<file path="src/asrp_consts.vh">
// Constants for the converter serial result port: register map, fields, timing
`ifndef ASRP_CONSTS_VH
`define ASRP_CONSTS_VH

// Register byte offsets on the bus
`define ASRP_CTRL_OFS       8'h00
`define ASRP_RESULT_OFS     8'h04
`define ASRP_CONV_OFS       8'h08
`define ASRP_STATUS_OFS     8'h0c

// Control register field positions
`define ASRP_CTRL_SERIAL    0
`define ASRP_CTRL_CLKSRC    1
`define ASRP_CTRL_RDTIME    2
`define ASRP_CTRL_EDGEINV   3
`define ASRP_CTRL_SYNCINV   4
`define ASRP_CTRL_FORMAT    5
`define ASRP_CTRL_WIDTH     6
`define ASRP_CTRL_RESET     6'h00

// Result word and frame length
`define ASRP_WORD_BITS      16
`define ASRP_RESULT_RESET   16'h0000

// Master clock: one serial period in system cycles, and its high window
`define ASRP_SYS_PERIOD_NS  5
`define ASRP_SCLK_PERIOD_NS 40
`define ASRP_SCLK_CYCLES    (`ASRP_SCLK_PERIOD_NS / `ASRP_SYS_PERIOD_NS)
`define ASRP_SCLK_RISE      3'h2
`define ASRP_SCLK_FALL      3'h6

// Last phase of a period, last bit of a frame, full frame count
`define ASRP_PHASE_LAST     3'h7
`define ASRP_BIT_LAST       5'h0f
`define ASRP_BIT_FULL       5'h10

`endif

</file>
<file path="src/asrp_serial_result_port.v">
// Serial result port of a sampling converter with an AHB-Lite register slave
//
// Behaviour
// - Read timing select matters only in master serial
// - Low select: send current result after conversion
// - Read after conversion lengthens each conversion cycle
// - High select: send previous result during conversion
// - Slave mode accepts chained serial input stream
// - Chained input follows own word, sixteen periods late
// - Shared data pin carries serial result output
// - Result held, shifted out MSB first
// - Format select picks offset binary or two's complement
// - Master data stable across both clock edges
// - Slave, invert low: change on rising edge
// - Slave, invert high: change on falling edge
// - Clock pin direction set by clock source select
// - Source low: device master; high: host drives
// - Parallel mode: shared pins carry bits 8-10
// - Master mode drives frame sync output
// - Sync polarity set by sync invert bit
// - Frame sync held for all valid bits
//
// Register map, one aligned word each
// 0x00 control: mode, clock source, timing, edge, sync, format
// 0x04 result: write ends a conversion, queues the word
// 0x08 start: write bit 0 high to begin a conversion
// 0x0c status: full, converting, frame busy, buffer level
//
// Control bits
// Bit 0 set: serial pins; clear: parallel bits 8 to 10
// Bit 1 set: host drives clock; clear: device drives it
// Bit 2 set: read during conversion; clear: after it
// Bit 3 set: inverted clock edge
// Bit 4 set: frame sync active low
// Bit 5 set: offset binary; clear: two's complement
//
// Bus timing
// One data phase cycle for every access but one
// Result write into a full buffer waits for a free entry
// Read data taken from the address phase state
// Unmapped reads give zero, unmapped writes are dropped
//
// Master timing
// Eight system cycles per serial period
// Clock pin high for phases three to six
// Data pin moves just after phase zero
// So every bit stands across both clock edges
// Frame sync spans all sixteen periods
//
// Slave timing
// Clock, select and chain pins pass two flops first
// Three to four cycles from pin edge to data pin
// Host clock must stay far below the system clock
// Empty buffer at frame start resends the held word
//
// Hazards
// Parallel mode never drains the buffer
// A third queued result write then stalls the bus
// Mode changes are only safe between frames
`timescale 1ns/100ps
`include "asrp_consts.vh"

module asrp_serial_result_port (
   input  wire        clock,                 // System clock, 200 MHz
   input  wire        rst_b,                 // Synchronous reset, active low
   input  wire        hsel,                  // Slave select
   input  wire [31:0] haddr,                 // Byte address
   input  wire [1:0]  htrans,                // Transfer type
   input  wire        hwrite,                // Write when high
   input  wire [2:0]  hsize,                 // Transfer size
   input  wire [31:0] hwdata,                // Write data
   input  wire        hready,                // Bus ready
   output reg         hreadyout,             // Slave ready
   output reg  [31:0] hrdata,                // Read data
   output reg         hresp,                 // Always OKAY
   input  wire        serial_data_clock_in,  // Clock pin level from host
   input  wire        chip_select_b,         // Slave frame gate, active low
   input  wire        chain_serial_input,    // Daisy chain input
   output reg         serial_result_out,     // Shared data pin
   output reg         serial_data_clock_out, // Clock pin drive level
   output reg         serial_data_clock_oe_b,// Clock pin enable, low drives
   output reg         frame_sync_out         // Shared frame sync pin
);

   // Control fields decoded from the control register
   reg  [`ASRP_CTRL_WIDTH-1:0] ctrl;          // Control register
   wire serial_parallel_select = ctrl[`ASRP_CTRL_SERIAL];
   wire clock_source_select    = ctrl[`ASRP_CTRL_CLKSRC];
   wire read_timing_select     = ctrl[`ASRP_CTRL_RDTIME];
   wire clock_edge_invert      = ctrl[`ASRP_CTRL_EDGEINV];
   wire frame_polarity_invert  = ctrl[`ASRP_CTRL_SYNCINV];
   wire output_format_select   = ctrl[`ASRP_CTRL_FORMAT];
   wire master_mode = serial_parallel_select & ~clock_source_select;
   wire slave_mode  = serial_parallel_select &  clock_source_select;

   // Bus pipeline state
   reg         dp_write;                      // Write in data phase
   reg  [7:0]  dp_addr;                       // Offset of data phase
   reg  [15:0] held_result;                   // Last result written
   reg         converting;                    // Conversion in progress
   reg         conv_start;                    // One-cycle start event

   // Two-entry result buffer
   reg  [15:0] buf_mem [0:1];                 // Storage
   reg         buf_wr;                        // Write pointer
   reg         buf_rd;                        // Read pointer
   reg  [1:0]  buf_cnt;                       // Fill level
   wire        buf_valid = (buf_cnt != 2'h0); // Drain side valid
   wire        buf_full  = (buf_cnt == 2'h2); // Fill side not ready
   wire        buf_push;                      // Word accepted
   wire        buf_pop;                       // Word taken by shifter

   // Shifter state
   reg  [15:0] shreg;                         // Output shift register
   reg         mst_busy;                      // Master frame running
   reg  [2:0]  mst_phase;                     // Position in serial period
   reg  [4:0]  bit_cnt;                       // Periods sent in the frame
   reg  [1:0]  sck_sync;                      // Clock pin synchroniser
   reg  [1:0]  cs_sync;                       // Select synchroniser
   reg  [1:0]  chain_sync;                    // Chain input synchroniser
   reg         sck_last;                      // Previous synced clock
   reg         cs_last;                       // Previous synced select

   // Address phase and data phase decode
   wire addr_take  = hsel & htrans[1] & hready;
   wire push_wait  = dp_write & (dp_addr == `ASRP_RESULT_OFS);
   assign buf_push = push_wait & hreadyout;

   // Format the stored word: low select gives two's complement
   function [15:0] fmt;
      input [15:0] raw;
      input        ob;
      begin
         fmt = ob ? raw : {~raw[15], raw[14:0]};
      end
   endfunction

   // Edge events last one system cycle each
   // Active edge picked by the edge invert bit
   // Synchronised pins and edge events in slave mode
   wire sck_rise  = sck_sync[1] & ~sck_last;
   wire sck_fall  = ~sck_sync[1] & sck_last;
   wire sck_act   = clock_edge_invert ? sck_fall : sck_rise;
   wire cs_on     = ~cs_sync[1];
   wire cs_begin  = cs_on & cs_last;

   // Low select waits for conversion end before sending
   // High select sends at conversion start, overlapping it
   // Master frame start: timing select only consulted here
   wire mst_start = master_mode & ~mst_busy & buf_valid &
                    (read_timing_select ? conv_start : ~converting);
   wire slv_load  = slave_mode & cs_begin;
   assign buf_pop = mst_start | (slv_load & buf_valid);

   // Looks one edge ahead so a stall starts in time
   // Never passes two, the wait state blocks a third push
   // Level of the buffer after this edge, for the wait state
   reg  [1:0] next_cnt;
   always @* begin
      next_cnt = buf_cnt;
      if (buf_push & ~buf_pop) begin
         next_cnt = buf_cnt + 2'h1;
      end else if (buf_pop & ~buf_push) begin
         next_cnt = buf_cnt - 2'h1;
      end
   end

   // Writes land at the edge that ends their data phase
   // Wait state only for result writes meeting a full buffer
   // Response stays OKAY, errors are never signalled
   // Bus slave: address capture, writes, wait state on a full buffer
   always @(posedge clock) begin
      if (!rst_b) begin
         dp_write    <= 1'b0;
         dp_addr     <= 8'h00;
         hreadyout   <= 1'b1;
         hresp       <= 1'b0;
         hrdata      <= 32'h0000_0000;
         ctrl        <= `ASRP_CTRL_RESET;
         held_result <= `ASRP_RESULT_RESET;
         converting  <= 1'b0;
         conv_start  <= 1'b0;
      end else begin
         hresp      <= 1'b0;
         conv_start <= 1'b0;
         // Data phase writes complete on the ready edge
         if (dp_write & hreadyout) begin
            case (dp_addr)
               `ASRP_CTRL_OFS: begin
                  ctrl <= hwdata[`ASRP_CTRL_WIDTH-1:0];
               end
               `ASRP_RESULT_OFS: begin            // Conversion complete
                  held_result <= hwdata[15:0];
                  converting  <= 1'b0;
               end
               `ASRP_CONV_OFS: begin              // Conversion start
                  if (hwdata[0]) begin
                     converting <= 1'b1;
                     conv_start <= 1'b1;
                  end
               end
               default: begin                     // Unmapped or read-only
               end
            endcase
         end
         // Next address phase
         if (hreadyout) begin
            dp_write <= addr_take & hwrite;
            dp_addr  <= addr_take ? haddr[7:0] : 8'h00;
            if (addr_take & ~hwrite) begin
               case (haddr[7:0])
                  `ASRP_CTRL_OFS:   hrdata <= {26'h000_0000, ctrl};
                  `ASRP_RESULT_OFS: hrdata <= {16'h0000, held_result};
                  `ASRP_STATUS_OFS: hrdata <= {27'h000_0000, buf_cnt,
                                               mst_busy, converting, buf_full};
                  default:          hrdata <= 32'h0000_0000;
               endcase
            end
         end
         // Stall a result write while the buffer is full
         if (hreadyout) begin
            hreadyout <= ~(addr_take & hwrite &
                           (haddr[7:0] == `ASRP_RESULT_OFS) & (next_cnt == 2'h2));
         end else begin
            hreadyout <= ~(push_wait & (next_cnt == 2'h2));
         end
      end
   end

   // Push from the bus side, pop from the shifter side
   // Both in one cycle leave the level unchanged
   // Memory needs no reset: level gates every read
   // Two-entry buffer between bus writes and the shifter
   always @(posedge clock) begin
      if (!rst_b) begin
         buf_wr  <= 1'b0;
         buf_rd  <= 1'b0;
         buf_cnt <= 2'h0;
      end else begin
         if (buf_push) begin
            buf_mem[buf_wr] <= hwdata[15:0];
            buf_wr          <= ~buf_wr;
         end
         if (buf_pop) begin
            buf_rd <= ~buf_rd;
         end
         buf_cnt <= next_cnt;
      end
   end

   // Only the second stage feeds logic, first stage may ring
   // Select resets high to match its idle level
   // Edge history follows the second stage, one cycle late
   // Two-flop synchronisers for the pins from outside
   always @(posedge clock) begin
      if (!rst_b) begin
         sck_sync   <= 2'b00;
         cs_sync    <= 2'b11;
         chain_sync <= 2'b00;
         sck_last   <= 1'b0;
         cs_last    <= 1'b1;                  // Idle high, no false start
      end else begin
         sck_sync   <= {sck_sync[0], serial_data_clock_in};
         cs_sync    <= {cs_sync[0], chip_select_b};
         chain_sync <= {chain_sync[0], chain_serial_input};
         sck_last   <= sck_sync[1];
         cs_last    <= cs_sync[1];
      end
   end

   // Master frame has priority over any slave activity
   // Master shifts at the last phase of every period
   // Slave shifts on each active host edge while selected
   // Chain input fills in behind the own word
   // Shifter: master timing generator and slave edge follower
   always @(posedge clock) begin
      if (!rst_b) begin
         shreg     <= 16'h0000;
         mst_busy  <= 1'b0;
         mst_phase <= 3'h0;
         bit_cnt   <= 5'h00;
      end else if (mst_start) begin
         shreg     <= fmt(buf_mem[buf_rd], output_format_select);
         mst_busy  <= 1'b1;
         mst_phase <= 3'h0;
         bit_cnt   <= 5'h00;
      end else if (mst_busy) begin
         mst_phase <= mst_phase + 3'h1;
         // Bit changes one cycle after the falling edge
         if (mst_phase == `ASRP_PHASE_LAST) begin
            shreg   <= {shreg[14:0], 1'b0};
            bit_cnt <= bit_cnt + 5'h01;
            if (bit_cnt == `ASRP_BIT_LAST) begin
               mst_busy <= 1'b0;
            end
         end
      end else if (slv_load) begin
         // Fresh word if queued, else the held one again
         shreg   <= buf_valid ? fmt(buf_mem[buf_rd], output_format_select)
                              : fmt(held_result, output_format_select);
         bit_cnt <= 5'h00;
      end else if (slave_mode & cs_on & sck_act) begin
         // Chain bit enters behind the own word
         shreg <= {shreg[14:0], chain_sync[1]};
         if (bit_cnt != `ASRP_BIT_FULL) begin
            bit_cnt <= bit_cnt + 5'h01;
         end
      end
   end

   // Formatted held word for the parallel bits
   wire [15:0] par_word = fmt(held_result, output_format_select);

   // All pins registered, so they move one cycle after state
   // Device drives the clock pin except in slave mode
   // Slave mode parks clock and sync drive levels low
   // Pin drivers: serial functions or parallel bits 8 to 10
   always @(posedge clock) begin
      if (!rst_b) begin
         serial_result_out      <= 1'b0;
         serial_data_clock_out  <= 1'b0;
         serial_data_clock_oe_b <= 1'b0;
         frame_sync_out         <= 1'b0;
      end else if (!serial_parallel_select) begin
         // Parallel bus bits on the shared pins
         serial_result_out      <= par_word[8];
         serial_data_clock_out  <= par_word[9];
         serial_data_clock_oe_b <= 1'b0;
         frame_sync_out         <= par_word[10];
      end else if (master_mode) begin
         serial_result_out      <= shreg[15];
         serial_data_clock_out  <= clock_edge_invert ^ (mst_busy &
                                   (mst_phase >= `ASRP_SCLK_RISE) &
                                   (mst_phase < `ASRP_SCLK_FALL));
         serial_data_clock_oe_b <= 1'b0;
         frame_sync_out         <= frame_polarity_invert ^ mst_busy;
      end else begin
         serial_result_out      <= shreg[15];
         serial_data_clock_out  <= 1'b0;
         serial_data_clock_oe_b <= 1'b1;
         frame_sync_out         <= 1'b0;
      end
   end

endmodule // asrp_serial_result_port

</file>
<file path="config.mk">
export PLATFORM = sky130hd
export DESIGN_NAME = asrp_serial_result_port
export DESIGN_NICKNAME = d
export VERILOG_FILES = /design/src/asrp_serial_result_port.v
export VERILOG_INCLUDE_DIRS = /design/src
export SDC_FILE = /design/constraint.sdc
export NUM_CORES = 1
export LEC_CHECK = 0
export BUFFER_PORTS_ARGS = -buffer_cell sky130_fd_sc_hd__buf_2
export CORE_ASPECT_RATIO = 1.2
export CORE_MARGIN = 2
export CORE_UTILIZATION = 30
export CTS_CLUSTER_SIZE = 28
export DETAILED_ROUTE_END_ITERATION = 6
export PLACE_DENSITY = 0.5
export SYNTH_ARGS = -nofsm -noshare
export SYNTH_HDL_FRONTEND = slang
export SYNTH_SLANG_ARGS = --single-unit
</file>
<file path="constraint.sdc">
create_clock -name clock -period 5.8 [get_ports clock]
set_input_delay 0.29 -clock clock [delete_from_list [all_inputs] [get_ports clock]]
set_output_delay 0.29 -clock clock [all_outputs]
set_load 0.02 [all_outputs]
</file>
==> results.py, run 1 <==
metrics = {
    "cts": {
        "cts_hold_buffers": 0,
        "post_cts_buffers": 0,
        "cts-buffers-inserted": 17,
        "cts_root_buffer": "clkbuf_16",
        "clk_latency_ns": 0.41,
        "cts_resized": 0,
        "cts-htree-levels": 4,
        "cts_sinks": 124,
        "clk_pin_slew_ns": 0.06,
        "cts_tree": "done",
        "clockBufferDepth": 2,
    },
    "pwr": {
        "p_leak_nw": 2.52,
        "vdd_ir_drop_max_mv": 0.174,
        "p_per_area_nw_per_um2": 319,
        "power_w": 0.00205,
    },
    "route": {
        "drc_errors": 0,
        "initialDrtViolationCount": 168,
        "wl_per_cell_um": 16.1,
        "dr.pass1.iters": 5,
        "vias_per_cell": 4.88,
        "ant_nets": 0,
        "wl_um": 13000,
        "num_vias": 3926,
    },
    "timing": {
        "period_minus_slack_ns": 3.07,
        "fin_setup_tns_ns": 0,
        "finalClockSkew_ns": 0.00812,
        "report.final.slew_viol_count": 0,
        "setup_viol": 0,
        "hold_ws_ns": 0.0624,
        "fmax_ghz": 0.326,
        "period_share_pct": 52.9,
        "hold_violations": 0,
        "relSlewSlack_pct": 29.2,
        "rsz0062_at_grt": "false",
        "tightest_slew_ns": 1.06,
    },
    "synthesis": {
        "yosys_warnings": 0,
        "ys_seq_area_share_pct": 51.3,
        "synth-compound-area-share_pct": 15.7,
        "synth.area.mux_share_pct": 4.97,
        "syn_area_per_cell_um2": 10.3,
        "syn_area_um2": 5460,
        "synthXorXnorAreaFrac_pct": 1.93,
        "synth_ff_type": "dfxtp_1",
        "yosys.area_share.simple_pct": 18.4,
        "synth_cell_types": 52,
        "synth_fa_ha_area_share_pct": 2.04,
        "syn_inst": 529,
        "synth_edf_count": 32,
        "synth_commonest_cells": "dfxtp_1, nand2_1, nor2b_1",
        "ys_ff_latch": 124,
        "synthTopCellsByArea": "dfxtp_1, edfxtp_1, mux2i_1",
        "synth_top_area_cell": "dfxtp_1",
        "synth_top_area_share_pct": 33.7,
        "yosys.cell_count.top_type": "dfxtp_1",
        "synth_top_family_by_area": "simple AND/OR/NAND/NOR gates",
        "async_flop_share_pct": 0,
    },
    "worst_setup_path": {
        "path_max_fanout": 22,
        "crit_start": "dp_addr[1]$_SDFFE_PN0P_",
        "criticalPathCategory": "reg2reg",
        "critPathLaunchType": "register",
        "cp_data_arrival_time_ns": 3.09,
        "slowest_stage": "and3_1",
        "cp_data_required_time_ns": 5.82,
        "r2r_start": "dp_addr[1]$_SDFFE_PN0P_",
        "cpPeakStageDelay_ns": 0.82,
        "endpoint_kind": "register",
        "cp_cell_sequence": "or4b_4, nor2_8, nand3_4, inv_2, and3_1",
        "rrSetupSlack_ns": 2.73,
    },
    "flow_run": {
        "maxCapViolations": 0,
    },
    "finish": {
        "fillers": 1809,
        "syn2layout_area_growth_pct": 17.9,
        "layout.cell_area.non_filler_um2": 6430,
        "fin_util_pct": 35.7,
        "nets": 653,
        "diodes": 0,
        "drive_gt1_share_pct": 18.1,
    },
    "die": {
        "ios": 115,
        "core_um2": 18000,
        "dieWidth_um": 127,
        "fp.dieH_um": 152,
        "dieArea_um2": 19300,
        "start_util_pct": 30.3,
        "num_rows": 54,
    },
    "min_path": {
        "hp-class": "in2reg",
        "min_from": "chip_select_b",
    },
    "global_routing": {
        "grt_first_pass_wirelength_um": 20900,
        "grt_pass1_vias": 3956,
        "grtUsageTotal_pct": 13.9,
        "grt_max_degree": 49,
        "overflow": 0,
        "antenna_found_initial": 0,
    },
    "placement": {
        "dpl.hpwl_um": 8950,
        "post_dp_cell_area_um2": 5820,
        "portBuffers": 53,
        "gp_congestion": 0.831,
    },
    "outcome": {
        "status": "complete, no violations",
    },
}
## cell families (layout without fill, tap and decap cells)
family                   count (synthesis)  after routing
flip-flops                             124            124
multiplexers                            27             27
adder cells (fa/ha/maj)                  9              9
AND/OR/NAND/NOR                        179            179
AO/OA/AOI/OAI                          115            115
other                                    1             17
buffers and inverters                   62             98
XOR/XNOR                                12             12
## worst max-delay path, delay by kind of cell, from the launching register on
family,cells,cell delay [ns]
buffers and inverters,1,0.45
flip-flops,1,0.31
AND/OR/NAND/NOR,4,1.91
## power by group
group | switching [W] | internal, W
combinational | 0.0000437 | 0.0000218
clock | 0.000407 | 0.000683
sequential | 0.00000329 | 0.000891
total | 0.000454 | 0.00160
## through the flow
stage               instances  worst slack (ns)
floorplan                 545              3.17
global placement          773              2.70
detailed placement        773              2.68
CTS                       805              2.67
global route              805              2.57
finish                    805              2.73
## area by class of cell
type,count,area (µm²),share of cell area (%)
Clock buffer,17,425,6.61
Multi-Input combinational cell,359,2410,37.5
Sequential cell,124,2800,43.6
Clock inverter,15,189,2.94
Timing Repair Buffer,56,288,4.47
Tap cell,224,280,4.36
Inverter,10,37.5,0.583
## sequential cells by signal (all words and copies together), names as in the netlist, 2 cells and up, named ones only
register / cells
shreg: 16
ctrl: 6
chain_sync: 2
held_result: 16
cs_sync: 2
bit_cnt: 5
sck_sync: 2
dp_addr: 8
hrdata: 16
buf_mem: 32
buf_cnt: 2
mst_phase: 3
## placed cells by master, fill, tap and decap left out, drive strengths merged, types with 4 or more instances in the layout
cell / netlist / final
a21boi: 24 / 24
a21oi: 25 / 25
a22oi: 16 / 16
and2: 11 / 11
and3: 19 / 19
buf: 25 / 56
clkbuf: 27 / 17
clkinv: 0 / 6
conb: 1 / 17
dfxtp: 92 / 92
edfxtp: 32 / 32
ha: 8 / 8
inv: 10 / 14
mux2i: 26 / 26
nand2: 51 / 51
nand2b: 8 / 8
nand3: 15 / 15
nor2: 19 / 19
nor2b: 38 / 38
o211a: 14 / 14
o21ai: 9 / 9
o221ai: 15 / 15
xnor2: 8 / 8
xor2: 4 / 4
## per-layer routing
metal	GRT usage [%]	wire, µm	vias up
met3	2.95	505	19
met1	17.4	6010	1868
met2	23.2	6100	103
met4	6.21	355	0
met5	0	0	-
li1	-	-	1936
## final timing paths
kind / to / cells past startpoint
min reg2reg: cs_sync[1]$_SDFF_PN1_ / 1
max reg2reg: buf_mem[1][1]$_DFFE_PP_ / 5
min: cs_sync[0]$_SDFF_PN1_ / 2
max: buf_mem[1][1]$_DFFE_PP_ / 5
Power figures use the tool's default switching activity.
==> inputs of run 2 (changes only) <==
Settings changed: ABC_AREA set to 1.
Clock period 5.8 ns to 3.11 ns, I/O delays scaled along.
==> run 2 against run 1 <==
Hold slack improved by 0.020 ns; setup slack got worse by 1.6 ns; combinational power rose to 3.1 times the previous value; via count rose by 17%; maximum frequency rose by 51%; register-to-register slack got worse by 1.6 ns; wire length rose by 8.1%; largest power group unchanged.
==> results.py, run 2 <==
metrics = {
    "synthesis": {
        "synth_ff_type": "dfxtp_1",
        "synth_commonest_cells": "nand2_1, dfxtp_1, nor2_1",
        "ys_seq_area_share_pct": 49.3,
        "synth_top_area_share_pct": 32.4,
        "ys_ff_latch": 124,
        "async_flop_share_pct": 0,
        "yosys_warnings": 0,
        "yosys.cell_count.top_type": "nand2_1",
        "syn_area_per_cell_um2": 8.16,
        "synthTopCellsByArea": "dfxtp_1, edfxtp_1, nand2_1",
        "syn_area_um2": 5680,
        "syn_inst": 696,
        "synth_top_area_cell": "dfxtp_1",
        "synth_cell_types": 42,
        "synth_edf_count": 32,
    },
    "finish": {
        "final_common_cell": "nand2_1",
        "layout_common_cells": "nand2_1, dfxtp_1, nor2_1, inv_1, o21ai_0",
        "regMostFlops": "buf_mem",
        "syn2layout_area_growth_pct": 21.0,
        "fillers": 1989,
        "drive_gt1_share_pct": 15.5,
        "nets": 858,
        "largest_reg_flops": 32,
        "diodes": 0,
    },
    "timing": {
        "finalClockSkew_ns": 0.00975,
        "relSlewSlack_pct": 43.4,
        "fmax_ghz": 0.494,
        "fin_ws_ns": 1.09,
        "rsz0062_at_grt": "false",
        "hold_violations": 0,
        "report.final.slew_viol_count": 0,
        "tightest_slew_ns": 0.848,
        "period_share_pct": 65.1,
        "period_minus_slack_ns": 2.02,
        "fin_setup_tns_ns": 0,
        "setup_viol": 0,
    },
    "outcome": {
        "status": "complete, no violations",
    },
    "min_path": {
        "hp-class": "in2reg",
        "hold_depth": 3,
        "min_from": "hwrite",
    },
    "cts": {
        "post_cts_buffers": 0,
        "cts_root_buffer": "clkbuf_16",
        "cts_tree": "done",
        "clockBufferDepth": 2,
        "cts-buffers-inserted": 17,
        "clk_pin_slew_ns": 0.05,
        "clk_latency_ns": 0.42,
        "cts-htree-levels": 4,
        "cts_sinks": 124,
    },
    "worst_setup_path": {
        "endpoint_kind": "register",
        "path_buf_inv": 2,
        "path_max_fanout": 30,
        "r2r_start": "buf_cnt[0]$_SDFF_PN0_",
        "slowest_stage": "dfxtp_1",
        "cp_data_required_time_ns": 3.42,
        "reg2regPathDepth": 10,
        "cpPeakStageDelay_ns": 0.35,
        "cp_data_arrival_time_ns": 2.33,
        "crit_start": "buf_cnt[0]$_SDFF_PN0_",
        "cp_top_family": "simple AND/OR/NAND/NOR gates",
        "criticalPathCategory": "reg2reg",
        "cp_cell_sequence": "inv_1, ha_1, inv_2, nand2_2, nor2_2, nand2_4, nand2_4, nand2_1, nor2_1, nor2_1",
        "critPathLaunchType": "register",
        "path_depth": 10,
    },
    "global_routing": {
        "grt_pass1_vias": 4411,
        "overflow": 0,
        "antenna_found_initial": 0,
        "grtUsageTotal_pct": 14.8,
        "grt_max_degree": 55,
        "grt_first_pass_wirelength_um": 22700,
    },
    "route": {
        "ant_nets": 0,
        "vias_per_cell": 4.43,
        "dr.pass1.iters": 4,
        "wl_per_cell_um": 13.5,
        "initialDrtViolationCount": 208,
        "wl_um": 14000,
        "drc_errors": 0,
        "num_vias": 4612,
    },
    "die": {
        "core_um2": 18700,
        "start_util_pct": 30.3,
        "dieArea_um2": 20100,
        "ios": 115,
        "dieWidth_um": 130,
        "num_rows": 55,
        "fp.dieH_um": 155,
    },
    "placement": {
        "place_ws_ns": 1.08,
        "portBuffers": 53,
        "dpl.hpwl_um": 9610,
        "gp_congestion": 0.746,
    },
    "pwr": {
        "p_per_area_nw_per_um2": 546,
        "vdd_ir_drop_max_mv": 0.305,
        "p_leak_nw": 2.77,
    },
    "flow_run": {
        "maxCapViolations": 0,
    },
}
==> run 2: cell count changes after synthesis, sizes merged, moves of 17 or more <==
cell,before,now
nor2,19,81
nand3,15,46
clkbuf,27,10
a21boi,24,0
inv,10,75
o21ai,9,66
and3,19,1
nand2,51,149
nor2b,38,0
a21oi,25,59
==> run 2: cell type report <==
cell class                 instances  area (µm²)  share of cell area (%)
sequential                       124        2800                    40.8
clock inverter                    11         100                    1.46
multi-input combinational        466        2310                    33.6
clock buffer                      21         450                    6.55
timing repair buffer              87         588                    8.55
inverter                          77         303                    4.40
tap                              256         320                    4.66
==> run 2: tightest hold or removal path, stage by stage <==
cell and delay [ns]:
buf_2 0.12, nand2_1 0.11, a21oi_1 0.07
==> run 2: final timing paths <==
check                                                end  slack (ns)
worst min register to register  chain_sync[1]$_SDFF_PN0_        0.41
worst max-delay path               shreg[4]$_SDFFE_PN0P_        1.09
worst min-delay path               dp_write$_SDFFE_PN0P_        0.08
worst max register to register     shreg[4]$_SDFFE_PN0P_        1.09
==> run 2: through the flow <==
stage	total power, W	cell area (µm²)	util (%)	cells	hold WS [ns]
finish	0.00375	6870	36.7	1042	0.0826
global route	0.00389	6870	36.7	1042	0.113
CTS	0.00379	6870	36.7	1042	0.0811
detailed placement	0.00190	6050	32.3	983	0.345
global placement	0.00189	6050	32.3	983	0.342
floorplan	0.00185	5740	-	712	0.253
==> run 2: logic make-up after synthesis <==
kind of cell | after synthesis | synth area share, %
and+or+nand+nor | 294 | 22.8
AOI/OAI and AO/OA | 129 | 11.8
adders and majority gates | 8 | 1.76
DFF | 124 | 49.3
muxes | 14 | 2.47
buffers and inverters | 122 | 11.1
xor gates and xnor gates | 4 | 0.617
other | 1 | 0.0660
==> run 2: metal layers <==
layer / share of wire (%) / track usage (%) / up-vias
met5: 0 / 0 / -
met4: 1.7 / 5.58 / 0
met3: 3.9 / 3.49 / 17
met2: 49 / 25.1 / 104
met1: 45 / 18.1 / 2110
li1: - / - / 2381
==> run 2: what timing repair did <==
action                    CTS  global route
hold buffers               27             0
hold endpoints to repair   43             0
resized for setup           0             0
==> run 2: power breakdown <==
group	switching, W	internal (W)	leakage, nW
combinational	0.000130	0.0000741	1.47
clock	0.000687	0.00118	0.274
sequential	0.0000114	0.00167	1.03
total	0.000828	0.00292	2.77
